[src/lcrb_defs.svh]
// Offsets, field positions, reset values of the local config bank.
// Assumes inclusion by bare name from the bank design file.
`ifndef LCRB_DEFS_SVH
`define LCRB_DEFS_SVH
`define LCRB_OFS_ROM      4'h8
`define LCRB_OFS_MIC      4'h9
`define LCRB_OFS_DIV      4'hA
`define LCRB_OFS_MODE     4'hB
`define LCRB_IDX_ROM      2'h0
`define LCRB_IDX_MIC      2'h1
`define LCRB_IDX_DIV      2'h2
`define LCRB_IDX_MODE     2'h3
`define LCRB_ROM_OVR      5
`define LCRB_ROM_DIN      4
`define LCRB_ROM_DOUT     3
`define LCRB_ROM_CLK      2
`define LCRB_ROM_CS       1
`define LCRB_ROM_VLD      0
`define LCRB_MIC_P1_LSB   2
`define LCRB_MIC_P0_LSB   0
`define LCRB_DIV_UART_LSB 3
`define LCRB_DIV_IRQ_LSB  0
`define LCRB_ROM_CTL_RST  3'h0
`define LCRB_MIC_RST      4'h0
`define LCRB_DIV_UART_RST 3'h0
`define LCRB_DIV_IRQ_RST  3'h5
`define LCRB_RD_RST       8'h00
`endif

[src/lcrb_pkg.sv]
// Types shared by the local configuration register bank.
// Assumes lcrb_defs.svh is on the include path.
package lcrb_pkg;
   // Multipurpose pin modes, two bits per pin
   typedef enum logic [1:0] {
      LCRB_PIN_IN      = 2'h0,
      LCRB_PIN_IN_INV  = 2'h1,
      LCRB_PIN_OUT_LO  = 2'h2,
      LCRB_PIN_OUT_HI  = 2'h3
   } lcrb_pin_mode_t;
   // Pulse interrupt sequencer, one-hot
   typedef enum logic [2:0] {
      LCRB_IP_IDLE  = 3'h1,
      LCRB_IP_WAIT  = 3'h2,
      LCRB_IP_PULSE = 3'h4
   } lcrb_ip_state_t;
endpackage

[src/lcrb_bank.sv]
// Local configuration bank: serial ROM port, pin config, clock dividers,
// mode status. Assumes host and loader ports are on core_clk_i.
//
// What this block does
// - Loader overrun sets sticky flag, drops valid
// - Bit 4 reads synced serial data input
// - Bit 3 drives serial data output, resets 0
// - Bit 2 drives serial clock pin, resets 0
// - Bit 1 drives chip select high, resets 0
// - Bit 0 reads valid header found
// - Pin-one field selects polarity or driven level
// - Pin-zero field uses same encodings
// - UART divider divides by two to field
// - UART divider resets to undivided
// - Pulse divider resets to code 101
// - Dividers writable by host and loader
// - Mode bit reflects mode pin
// - Loader writes only fixed offsets 0x09 and 0x0A
// - Internal pin follows pin in input modes, optionally inverted
// - Interrupt pulse lasts one divided period
`timescale 1ns/1ns
`include "lcrb_defs.svh"
module lcrb_bank
   import lcrb_pkg::*;
#(
   parameter int DIV_W = 3
) (
   input  wire logic       core_clk_i,     // System clock, 250 MHz
   input  wire logic       resetn_i,       // Sync reset, active low
   input  wire logic       overlay_i,      // Bank overlays offsets 0-3
   input  wire logic       host_rd_i,      // Host read strobe
   input  wire logic       host_wr_i,      // Host write strobe
   input  wire logic [3:0] host_addr_i,    // Host I/O offset
   input  wire logic [7:0] host_wdata_i,   // Host write data
   output logic      [7:0] host_rdata_o,   // Host read data
   input  wire logic       ldr_wr_i,       // Loader write strobe
   input  wire logic [3:0] ldr_addr_i,     // Loader offset
   input  wire logic [7:0] ldr_wdata_i,    // Loader write data
   input  wire logic       ldr_hdr_ok_i,   // Loader found header, pulse
   input  wire logic       ldr_overrun_i,  // Loader ran off end, pulse
   input  wire logic       ldr_busy_i,     // Loader owns ROM pins
   input  wire logic       ldr_cs_i,       // Loader chip select
   input  wire logic       ldr_ck_i,       // Loader serial clock
   input  wire logic       ldr_do_i,       // Loader data to ROM
   output logic            rom_absent_o,   // No usable ROM image
   input  wire logic       serial_rom_data_in_pin_i,  // From ROM
   output logic            serial_rom_data_out_pin_o, // To ROM
   output logic            serial_rom_clock_pin_o,    // ROM clock
   output logic            serial_rom_select_pin_o,   // ROM select
   input  wire logic       mode_pin_i,     // 1 = local bus mode
   input  wire logic [1:0] multipurpose_pins_i,   // Pin levels
   output logic      [1:0] multipurpose_pins_o,   // Driven levels
   output logic      [1:0] multipurpose_pins_oe_o,// High = driving
   output logic      [1:0] pin_state_o,    // Internal pin signals
   output logic            uart_clk_en_o,  // UART clock enable tick
   input  wire logic       irq_pulse_req_i,// Pulse interrupt request
   output logic            irq_pulse_o     // Pulse interrupt out
);

   generate
      if (DIV_W != 3) begin : g_chk
         $error("lcrb_bank: divider fields are three bits");
      end
   endgenerate

   ////////////////////////////////////////////////////////////////////
   // Address decode

   // Generic overlay moves the host view down to offsets 0-3
   function automatic logic host_hit(input logic [3:0] a,
                                     input logic       ov);
      return (a[3] == !ov) && !a[2];
   endfunction

   function automatic logic ldr_hit(input logic [3:0] a,
                                    input logic [3:0] ofs);
      return a == ofs;
   endfunction

   ////////////////////////////////////////////////////////////////////
   // Pin synchronisers

   logic       din_m_r, din_s_r;
   logic       mode_m_r, mode_s_r;
   logic [1:0] mio_m_r, mio_s_r;

   always_ff @(posedge core_clk_i) begin
      if (!resetn_i) begin
         din_m_r  <= 1'b0;
         din_s_r  <= 1'b0;
         mode_m_r <= 1'b0;
         mode_s_r <= 1'b0;
         mio_m_r  <= 2'h0;
         mio_s_r  <= 2'h0;
      end else begin
         din_m_r  <= serial_rom_data_in_pin_i;
         din_s_r  <= din_m_r;
         mode_m_r <= mode_pin_i;
         mode_s_r <= mode_m_r;
         mio_m_r  <= multipurpose_pins_i;
         mio_s_r  <= mio_m_r;
      end
   end

   ////////////////////////////////////////////////////////////////////
   // Register storage

   logic [2:0] rom_ctl_r, rom_ctl_nxt;   // {dout, clk, cs}
   logic       vld_r, vld_nxt;
   logic       ovr_r, ovr_nxt;
   logic [3:0] mic_r, mic_nxt;
   logic [5:0] div_r, div_nxt;
   logic [7:0] rd_r, rd_nxt;
   logic [1:0] pst_r, pst_nxt;
   logic       hhit;
   logic [1:0] hidx;
   logic [7:0] rom_view;

   always_comb begin
      hhit        = host_hit(host_addr_i, overlay_i);
      hidx        = host_addr_i[1:0];
      rom_ctl_nxt = rom_ctl_r;
      mic_nxt     = mic_r;
      div_nxt     = div_r;
      // Overrun wins over a late header report
      ovr_nxt     = ovr_r | ldr_overrun_i;
      vld_nxt     = (vld_r | ldr_hdr_ok_i) & ~ovr_nxt;
      if (host_wr_i && hhit) begin
         unique case (hidx)
            `LCRB_IDX_ROM: rom_ctl_nxt =
               host_wdata_i[`LCRB_ROM_DOUT:`LCRB_ROM_CS];
            `LCRB_IDX_MIC: mic_nxt  = host_wdata_i[3:0];
            `LCRB_IDX_DIV: div_nxt  = host_wdata_i[5:0];
            `LCRB_IDX_MODE: ;
         endcase
      end
      // Loader has fixed offsets and wins a same-cycle clash
      if (ldr_wr_i && ldr_hit(ldr_addr_i, `LCRB_OFS_MIC))
         mic_nxt = ldr_wdata_i[3:0];
      if (ldr_wr_i && ldr_hit(ldr_addr_i, `LCRB_OFS_DIV))
         div_nxt = ldr_wdata_i[5:0];
      rom_view = {2'h0, ovr_r, din_s_r, rom_ctl_r, vld_r};
      rd_nxt   = rd_r;
      if (host_rd_i) begin
         rd_nxt = `LCRB_RD_RST;
         if (hhit) begin
            unique case (hidx)
               `LCRB_IDX_ROM:  rd_nxt = rom_view;
               `LCRB_IDX_MIC:  rd_nxt = {4'h0, mic_r};
               `LCRB_IDX_DIV:  rd_nxt = {2'h0, div_r};
               `LCRB_IDX_MODE: rd_nxt = {7'h00, mode_s_r};
            endcase
         end
      end
      // Output modes show the driven level internally
      for (int i = 0; i < 2; i++) begin
         pst_nxt[i] = mic_r[2*i+1] ? mic_r[2*i]
                                   : (mio_s_r[i] ^ mic_r[2*i]);
      end
   end

   always_ff @(posedge core_clk_i) begin
      if (!resetn_i) begin
         rom_ctl_r <= `LCRB_ROM_CTL_RST;
         vld_r     <= 1'b0;
         ovr_r     <= 1'b0;
         mic_r     <= `LCRB_MIC_RST;
         div_r     <= {`LCRB_DIV_UART_RST, `LCRB_DIV_IRQ_RST};
         rd_r      <= `LCRB_RD_RST;
         pst_r     <= 2'h0;
      end else begin
         rom_ctl_r <= rom_ctl_nxt;
         vld_r     <= vld_nxt;
         ovr_r     <= ovr_nxt;
         mic_r     <= mic_nxt;
         div_r     <= div_nxt;
         rd_r      <= rd_nxt;
         pst_r     <= pst_nxt;
      end
   end

   ////////////////////////////////////////////////////////////////////
   // Pins

   // Bit-banged port; loader borrows the pins only while it runs
   assign serial_rom_data_out_pin_o = ldr_busy_i ? ldr_do_i
                                                 : rom_ctl_r[2];
   assign serial_rom_clock_pin_o    = ldr_busy_i ? ldr_ck_i
                                                 : rom_ctl_r[1];
   assign serial_rom_select_pin_o   = ldr_busy_i ? ldr_cs_i
                                                 : rom_ctl_r[0];
   assign rom_absent_o              = ~vld_r;
   assign multipurpose_pins_oe_o    = {mic_r[3], mic_r[1]};
   assign multipurpose_pins_o       = {mic_r[2], mic_r[0]};
   assign pin_state_o               = pst_r;
   assign host_rdata_o              = rd_r;

   ////////////////////////////////////////////////////////////////////
   // Dividers and pulse interrupt

   logic           irq_tick;
   lcrb_ip_state_t ip_r, ip_nxt;
   logic           pend_r, pend_nxt;

   lcrb_pow2_div #(.DIV_W(DIV_W)) u_uart_div (
      .core_clk_i (core_clk_i),
      .resetn_i   (resetn_i),
      .div_i      (div_r[5:3]),
      .tick_o     (uart_clk_en_o)
   );

   // Reserved codes 110 and 111 still divide, by 64 and 128
   lcrb_pow2_div #(.DIV_W(DIV_W)) u_irq_div (
      .core_clk_i (core_clk_i),
      .resetn_i   (resetn_i),
      .div_i      (div_r[2:0]),
      .tick_o     (irq_tick)
   );

   always_comb begin
      ip_nxt   = ip_r;
      pend_nxt = pend_r;
      unique case (ip_r)
         LCRB_IP_IDLE: if (irq_pulse_req_i) ip_nxt = LCRB_IP_WAIT;
         LCRB_IP_WAIT: if (irq_tick) ip_nxt = LCRB_IP_PULSE;
         LCRB_IP_PULSE: begin
            if (irq_pulse_req_i) pend_nxt = 1'b1;
            if (irq_tick) begin
               ip_nxt   = pend_nxt ? LCRB_IP_WAIT : LCRB_IP_IDLE;
               pend_nxt = 1'b0;
            end
         end
         default: ip_nxt = LCRB_IP_IDLE;
      endcase
   end

   always_ff @(posedge core_clk_i) begin
      if (!resetn_i) begin
         ip_r   <= LCRB_IP_IDLE;
         pend_r <= 1'b0;
      end else begin
         ip_r   <= ip_nxt;
         pend_r <= pend_nxt;
      end
   end

   assign irq_pulse_o = (ip_r == LCRB_IP_PULSE);

   ////////////////////////////////////////////////////////////////////
   // Checks

   logic [7:0] plen_r;
   always_ff @(posedge core_clk_i) begin
      if (!resetn_i) plen_r <= 8'h00;
      else plen_r <= irq_pulse_o ? 8'(plen_r + 8'h01) : 8'h00;
   end
endmodule // lcrb_bank

[src/lcrb_pow2_div.sv]
// Power-of-two tick generator: one-cycle tick every 2**div_i clocks.
// Assumes div_i comes from registers on the same clock.
`timescale 1ns/1ns
module lcrb_pow2_div
   import lcrb_pkg::*;
#(
   parameter int DIV_W = 3
) (
   input  wire logic             core_clk_i, // System clock
   input  wire logic             resetn_i,   // Sync reset, active low
   input  wire logic [DIV_W-1:0] div_i,      // Log2 of ratio
   output logic                  tick_o      // Tick, one cycle
);
   localparam int CW = (1 << DIV_W) - 1;

   generate
      if (DIV_W < 1 || DIV_W > 4) begin : g_chk
         $error("lcrb_pow2_div: DIV_W must be 1 to 4");
      end
   endgenerate

   function automatic logic [CW-1:0] low_mask(input logic [DIV_W-1:0] n);
      logic [CW-1:0] m;
      m = '0;
      for (int i = 0; i < CW; i++) begin
         m[i] = (i < int'(n));
      end
      return m;
   endfunction

   logic [CW-1:0] cnt_r;
   logic [CW-1:0] cnt_nxt;
   logic          tick_r;
   logic          tick_nxt;
   logic [CW-1:0] mask;

   always_comb begin
      mask     = low_mask(div_i);
      cnt_nxt  = CW'(cnt_r + 1'b1);
      // Ratio 1 gives all-zero mask, so the tick is always high
      tick_nxt = ((cnt_r & mask) == mask);
   end

   always_ff @(posedge core_clk_i) begin
      if (!resetn_i) begin
         cnt_r  <= '0;
         tick_r <= 1'b0;
      end else begin
         cnt_r  <= cnt_nxt;
         tick_r <= tick_nxt;
      end
   end

   assign tick_o = tick_r;
endmodule // lcrb_pow2_div

[config.mk]
export PLATFORM = sky130hd
export DESIGN_NAME = lcrb_bank
export DESIGN_NICKNAME = d
export VERILOG_FILES = /design/src/lcrb_pkg.sv /design/src/lcrb_bank.sv /design/src/lcrb_pow2_div.sv
export VERILOG_INCLUDE_DIRS = /design/src
export SDC_FILE = /design/constraint.sdc
export NUM_CORES = 1
export LEC_CHECK = 0
export ABC_AREA = 1
export BUFFER_PORTS_ARGS = -buffer_cell sky130_fd_sc_hd__buf_4
export CAP_MARGIN = 40
export CORE_MARGIN = 3
export CORE_UTILIZATION = 47
export DETAILED_ROUTE_END_ITERATION = 6
export PLACE_DENSITY = 0.82
export SLEW_MARGIN = 0
export SYNTH_ARGS = -nofsm -noshare
export SYNTH_HDL_FRONTEND = slang
export SYNTH_SLANG_ARGS = --single-unit
[constraint.sdc]
create_clock -name core_clk_i -period 1 [get_ports core_clk_i]
set_input_delay 0.05 -clock core_clk_i [delete_from_list [all_inputs] [get_ports core_clk_i]]
set_output_delay 0.05 -clock core_clk_i [all_outputs]
set_load 0.01 [all_outputs]
==> results of run 1 <==
## power groups by stage
stage | clock, mW | sequential, mW | combinational [mW]
6_report | 1.52 | 2.28 | 0.978
5_1_grt | 1.63 | 2.29 | 1.09
4_1_cts | 1.55 | 2.24 | 0.855
3_5_place_dp | 0 | 2.27 | 0.777
3_3_place_gp | 0 | 2.26 | 0.755
2_1_floorplan | 0 | 2.26 | 0.462
## kinds of logic after synthesis
group / Yosys count
adder cells (fa/ha/maj): 2
other: 1
AO/OA/AOI/OAI: 49
buffers and inverters: 54
flip-flops: 51
XOR/XNOR: 2
multiplexers: 3
AND/OR/NAND/NOR: 195
## stage by stage
| step | total power, mW | hold WS, ns |
|---|---|---|
| 2_1_floorplan | 2.72 | 0.148 |
| 3_3_place_gp | 3.02 | 0.230 |
| 3_5_place_dp | 3.04 | 0.235 |
| 4_1_cts | 4.64 | 0.00652 |
| 5_1_grt | 5.01 | 0.00574 |
| 6_report | 4.78 | 0.0103 |
## final cells by class
cell class | instances | area, sq um | area share
flip-flops and latches | 51 | 1050 | 0.309
multi-input cells | 253 | 1320 | 0.391
inverters | 46 | 173 | 0.0510
clock buffers | 6 | 82.6 | 0.0244
well taps | 67 | 83.8 | 0.0248
repair buffers | 78 | 639 | 0.189
clock inverters | 2 | 38.8 | 0.0115
## sequential cells by signal (all words and copies together), names as in the netlist, 2 cells and up
register	flops
host_rdata_o	6
mio_s_r	2
u_uart_div.cnt_r	7
u_irq_div.cnt_r	7
pin_state_o	2
mic_r	4
div_r	6
rom_ctl_r	3
mio_m_r	2
ip_r	3
## critical path: cells and delay by family (launching register included)
family	cells	cell delay, ns
buffers and inverters	1	0.13
AND/OR/NAND/NOR	6	0.50
flip-flops	1	0.35
## worst min path at each step
stage                     cells after the start                         to                     start  slack, ns
after detailed placement                      3      mio_m_r[0]$_SDFF_PN0_    multipurpose_pins_i[0]       0.23
after global routing                          3  rom_ctl_r[0]$_SDFFE_PN0P_           host_wdata_i[1]      0.006
after global placement                        3      mio_m_r[1]$_SDFF_PN0_    multipurpose_pins_i[1]       0.23
final                                         3  rom_ctl_r[2]$_SDFFE_PN0P_           host_wdata_i[3]       0.01
after CTS                                     3  rom_ctl_r[0]$_SDFFE_PN0P_           host_wdata_i[1]      0.007
after floorplan                               2         din_m_r$_SDFF_PN0_  serial_rom_data_in_pin_i       0.15
## layer usage
metal  global-route usage  vias to the layer above
li1                     -                     1274
met1                0.234                     1075
met2                0.355                       70
met3               0.0429                        9
met4               0.0747                        0
met5                    0                        -
## layout by cell type, fill, tap and decap left out, types with 4 or more instances in the layout
cell / netlist / layout
inv_2: 2 / 7
a21oi_2: 0 / 6
nand3_1: 25 / 21
buf_6: 1 / 7
dfxtp_1: 51 / 37
inv_1: 44 / 39
o21ai_1: 0 / 7
nor2_1: 39 / 36
nor2_4: 1 / 4
clkbuf_8: 0 / 6
nor2_2: 5 / 5
dfxtp_2: 0 / 11
nand2_1: 115 / 110
o21ai_0: 20 / 10
nand3_2: 4 / 6
dlygate4sd3_1: 0 / 6
a21oi_1: 25 / 19
buf_4: 2 / 64
## what timing repair did
action	4_1_cts	5_1_grt
pin swaps	4	9
hold buffers	6	0
endpoints found under the setup margin	11	19
hold endpoints to repair	6	0
buffers inserted	3	0
gates resized for setup	28	47
==> results_dict.tcl, run 1 <==
set metrics [dict create \
    fin_crit_ns 1.10 \
    finalNetCount 478 \
    ys_ff_latch 51 \
    setup_violations 7 \
    cts_tree "built" \
    crit_path_end_kind "register" \
    stdcell_count 503 \
    avgSynthCellArea_sq_um 6.72 \
    drt-met1-wl_mm 2.57 \
    synthArstFlopShare 0 \
    clk_pin_slew_ns 0.09 \
    synth_compound_area_frac 0.106 \
    max_stage_delay_ns 0.35 \
    synth_top_area_frac 0.425 \
    io_pins 61 \
    syn_inst 357 \
    grt.total_usage 0.200 \
    reg2reg_to "ip_r[0]$_SDFFE_PN1P_" \
    syn_area_sq_um 2400 \
    fin_util 0.703 \
    yosys.area.top_type "dfxtp_1" \
    synth-edff-count 0 \
    rsz0062_at_grt "yes" \
    grt_max_degree 32 \
    finalHoldViolations 0 \
    synthTopCellsByArea "dfxtp_1 43%, nand2_1 18%, inv_1 6.9%, nor2_1 6.1%, a21oi_1 5.2%" \
    fp-row-count 25 \
    clkPwrFrac 0.318 \
    overflow 0 \
    critical_path.max_fanout 4 \
    seqPwrFrac 0.477 \
    ant_nets 0 \
    num_antenna_cells 0 \
    cts.root.buffer_cell "clkbuf_8" \
    dp_slack_ns -0.0836 \
    synth_seq_area_share 0.425 \
    clock-sinks 51 \
    startpoint_type "register" \
    crit_slowest_cell "dfxtp_2" \
    port_buffers 54 \
    wl_mm 6.00 \
    cts_buffers 5 \
    combPwrFrac 0.205 \
    slew_violations 0 \
    max_freq_mhz 908 \
    drive_above_1_share 0.321 \
    worstSetupPathType "reg -> reg" \
    max_cap_violations 0 \
    status "complete, but fails checks" \
    critPathLaunch "ip_r[1]$_SDFFE_PN0P_" \
    syn2layout_area_growth_pct 41.1 \
    die_w_um 77.5 \
    synthXorXnorAreaFrac 0.00730 \
    dp.final_hpwl_mm 4.18 \
    clockBufferDepth 2 \
    yosysWarnings 0 \
    first_global_vias 2298 \
    clk_latency_ns 0.31 \
    vias 2428 \
    required_ns 1.21 \
    firstDrtPassIters 5 \
    r2r_start "ip_r[1]$_SDFFE_PN0P_" \
    r2r_slack_ns -0.10 \
    yosys.area_share.simple 0.344 \
    wl_met2_mm 3.01 \
    finalWorstSetupSlack_ns -0.101 \
    fin_setup_tns_ns -0.626 \
    yosysMostFrequentCell "nand2_1" \
    avgViaCountPerCell 4.83 \
    core_area_sq_um 4820 \
    synth_ff_type "dfxtp_1" \
    p_per_area_nw_per_um2 1410 \
    place.gp.congestion 0.828 \
    die-area_sq_um 6000 \
    p_leak_nw 1.63 \
    dp.cells 486 \
    fillers 420 \
    grt_pass1_wl_mm 9.80 \
    clock_skew_ns 0.00588 \
    initial_core_util 0.498 \
    synthTopCellsByCount "115 x nand2_1, 51 x dfxtp_1, 44 x inv_1, 39 x nor2_1" \
    cts_max_level 2 \
    arrival_ns 1.31 \
    min_path_type "in -> reg" \
    cp-endpoint "ip_r[0]$_SDFFE_PN1P_" \
    postPlaceCellArea_sq_um 2970 \
    synthAdderAreaFrac 0.0104 \
    path_cells "nor2_4 > nand2_2 > buf_6 > nand2_2 > nand2_4 > nand3_1 > nand2_1" \
    violations "negative setup slack" \
    ff2ff_path_depth 7 \
    grt_antenna_before_repair 0 \
    route.met3.wl_um 292 \
    internal-power_mw 3.46 \
    routed.top_layer "met4" \
    fin_area_sq_um 3390 \
    synth_top_family_by_area "simple AND/OR/NAND/NOR gates" \
    fin_crit_sh 1.10 \
    vdd.ir_drop.worst_uv 1110 \
    yosysUniqueCellTypes 25 \
    switching_share 0.274 \
    drc 0 \
    die_h_um 77.5 \
    post_drt_wl_per_cell_um 11.9 \
    p_sw_mw 1.31 \
    cpMostUsedCell "nand2_2" \
    drt_iter0_markers 162 \
    synth_mux_area_frac 0.0141 \
]
Note: power is estimated with default switching activity, not from simulation.
==> run 2, diff against run 1 <==
--- a/config.mk
+++ b/config.mk
@@ -10,9 +10,9 @@
 export BUFFER_PORTS_ARGS = -buffer_cell sky130_fd_sc_hd__buf_4
 export CAP_MARGIN = 40
 export CORE_MARGIN = 3
-export CORE_UTILIZATION = 47
+export CORE_UTILIZATION = 56
 export DETAILED_ROUTE_END_ITERATION = 6
-export PLACE_DENSITY = 0.82
+export PLACE_DENSITY = 0.91
 export SLEW_MARGIN = 0
 export SYNTH_ARGS = -nofsm -noshare
 export SYNTH_HDL_FRONTEND = slang
==> constraint.sdc (replaced) <==
create_clock -name core_clk_i -period 1.4 [get_ports core_clk_i]
set_input_delay 0.07 -clock core_clk_i [delete_from_list [all_inputs] [get_ports core_clk_i]]
set_output_delay 0.07 -clock core_clk_i [all_outputs]
set_load 0.01 [all_outputs]
==> run 2 against run 1 <==
  * The flow now finishes without violations
  * Die area down 15%
  * Non-clock buffer count fell by 18
  * Setup slack better by 0.28 ns
  * Routed wire length fell by 11%
  * Combinational power decreased by 46%
  * Total power decreased by 33%
  * Clock-buffer cell count unchanged
  * First-iteration DRC count shrank 2.5%
  * Sequential power fell by 30%
  * Critical path depth shrank 3
  * Core utilization rose by 3.7 points
  * Critical path type is now reg -> out
  * Largest power group unchanged
==> results_dict.tcl, run 2 (synthesis results as in run 1) <==
set metrics [dict create \
    status "complete, no violations" \
    finalWorstSetupSlack_ns 0.179 \
    tightest_slew_ns 0.599 \
    place.gp.congestion 0.868 \
    io_pins 61 \
    grt_busiest_layer "met2" \
    initial_core_util 0.591 \
    dp.cells 455 \
    max_cap_violations 0 \
    reg.largest.list "u_irq_div.cnt_r: 7 flops, u_uart_div.cnt_r: 7 flops" \
    stdcell_count 468 \
    holdWs_ns 0.0136 \
    p_sw_mw 0.841 \
    slew_headroom 0.600 \
    max_freq_mhz 819 \
    switching_share 0.263 \
    wl_mm 5.34 \
    mostFrequentLayoutCells "115 x nand2_1, 55 x buf_4, 51 x dfxtp_1, 44 x inv_1, 39 x nor2_1" \
    final_common_cell "nand2_1" \
    fin_setup_tns_ns 0 \
    fin_area_sq_um 3000 \
    clk_pin_slew_ns 0.09 \
    setup_violations 0 \
    die_w_um 71.5 \
    clock-sinks 51 \
    grt_util_met2 0.356 \
    clk_latency_ns 0.30 \
    startpoint_type "register" \
    drc 0 \
    internal-power_mw 2.36 \
    cts_buffers 5 \
    combPwrFrac 0.166 \
    clockBufferDepth 2 \
    r2r_slack_ns 0.28 \
    p_total_mw 3.20 \
    worstSetupPathType "reg -> out" \
    clkPwrFrac 0.337 \
    rsz0062_at_grt "no" \
    arrival_ns 1.15 \
    seqPwrFrac 0.497 \
    post_drt_wl_per_cell_um 11.4 \
    slew_violations 0 \
    required_ns 1.33 \
    min_path_type "in -> reg" \
    vdd.ir_drop.worst_uv 543 \
    cts_tree "built" \
    grt_antenna_before_repair 0 \
    crit_path_end_kind "output pin" \
    clock_skew_ns 0.00452 \
    finalNetCount 460 \
    vias 2368 \
    postPlaceCellArea_sq_um 2830 \
    syn2layout_area_growth_pct 25.2 \
    drt_iter0_markers 158 \
    drive_above_1_share 0.189 \
    grt_util_met3 0.0505 \
    die-area_sq_um 5110 \
    port_buffers 54 \
    fillers 342 \
    num_antenna_cells 0 \
    grt_max_degree 32 \
    grt_pass1_wl_mm 9.20 \
    dp_slack_ns 0.238 \
    overflow 0 \
    cts.root.buffer_cell "clkbuf_8" \
    grt.total_usage 0.223 \
    die_h_um 71.5 \
    p_leak_nw 1.50 \
    cts_max_level 2 \
    core_area_sq_um 4060 \
    fp-row-count 23 \
    grt_use_met1 0.293 \
    dp.final_hpwl_mm 3.99 \
    critical_path.max_fanout 5 \
    first_global_vias 2144 \
    finalHoldViolations 0 \
    p_per_area_nw_per_um2 1070 \
    firstDrtPassIters 4 \
    fin_crit_ns 1.22 \
    fin_util 0.740 \
    ant_nets 0 \
    avgViaCountPerCell 5.06 \
    fin_crit_sh 0.872 \
]
## run 2: worst paths after layout
path / from / to / depth (start not counted)
min: ldr_hdr_ok_i / vld_r$_SDFF_PN0_ / 3
min reg2reg: mio_m_r[1]$_SDFF_PN0_ / mio_s_r[1]$_SDFF_PN0_ / 2
max: ip_r[0]$_SDFFE_PN1P_ / irq_pulse_o / 4
max reg2reg: u_uart_div.cnt_r[0]$_SDFF_PN0_ / u_uart_div.cnt_r[6]$_SDFF_PN0_ / 5
## run 2: critical path: stages (launching register included)
cell	delay, ns
dfxtp_1	0.34
nor2_1	0.14
nand2_1	0.13
inv_1	0.11
buf_4	0.12
## run 2: area by class of cell
| cell class | instances | area (sq um) | share of cell area |
|---|---|---|---|
| Clock buffer | 6 | 82.6 | 0.0275 |
| Clock inverter | 2 | 38.8 | 0.0129 |
| Inverter | 46 | 173 | 0.0575 |
| Multi-Input combinational cell | 253 | 1160 | 0.387 |
| Sequential cell | 51 | 1020 | 0.340 |
| Tap cell | 50 | 62.6 | 0.0208 |
| Timing Repair Buffer | 60 | 463 | 0.154 |
## run 2: what timing repair did
item	CTS	global route
gates resized for setup	0	0
hold buffers	5	0
hold endpoints to repair	5	0
setup buffers	0	0
## run 2: power by group through the flow
| stage | clock [mW] | combinational, mW | sequential [mW] |
|---|---|---|---|
| 6_report | 1.08 | 0.533 | 1.59 |
| 4_1_cts | 1.10 | 0.529 | 1.59 |
| 2_1_floorplan | 0 | 0.330 | 1.62 |
| 3_5_place_dp | 0 | 0.515 | 1.63 |
| 5_1_grt | 1.17 | 0.619 | 1.60 |
| 3_3_place_gp | 0 | 0.498 | 1.62 |
## run 2: per-layer routing
layer | part of all wire | wire length [um]
met4 | 0.018 | 96
met5 | 0 | 0
met3 | 0.082 | 439
met1 | 0.43 | 2280
met2 | 0.47 | 2520
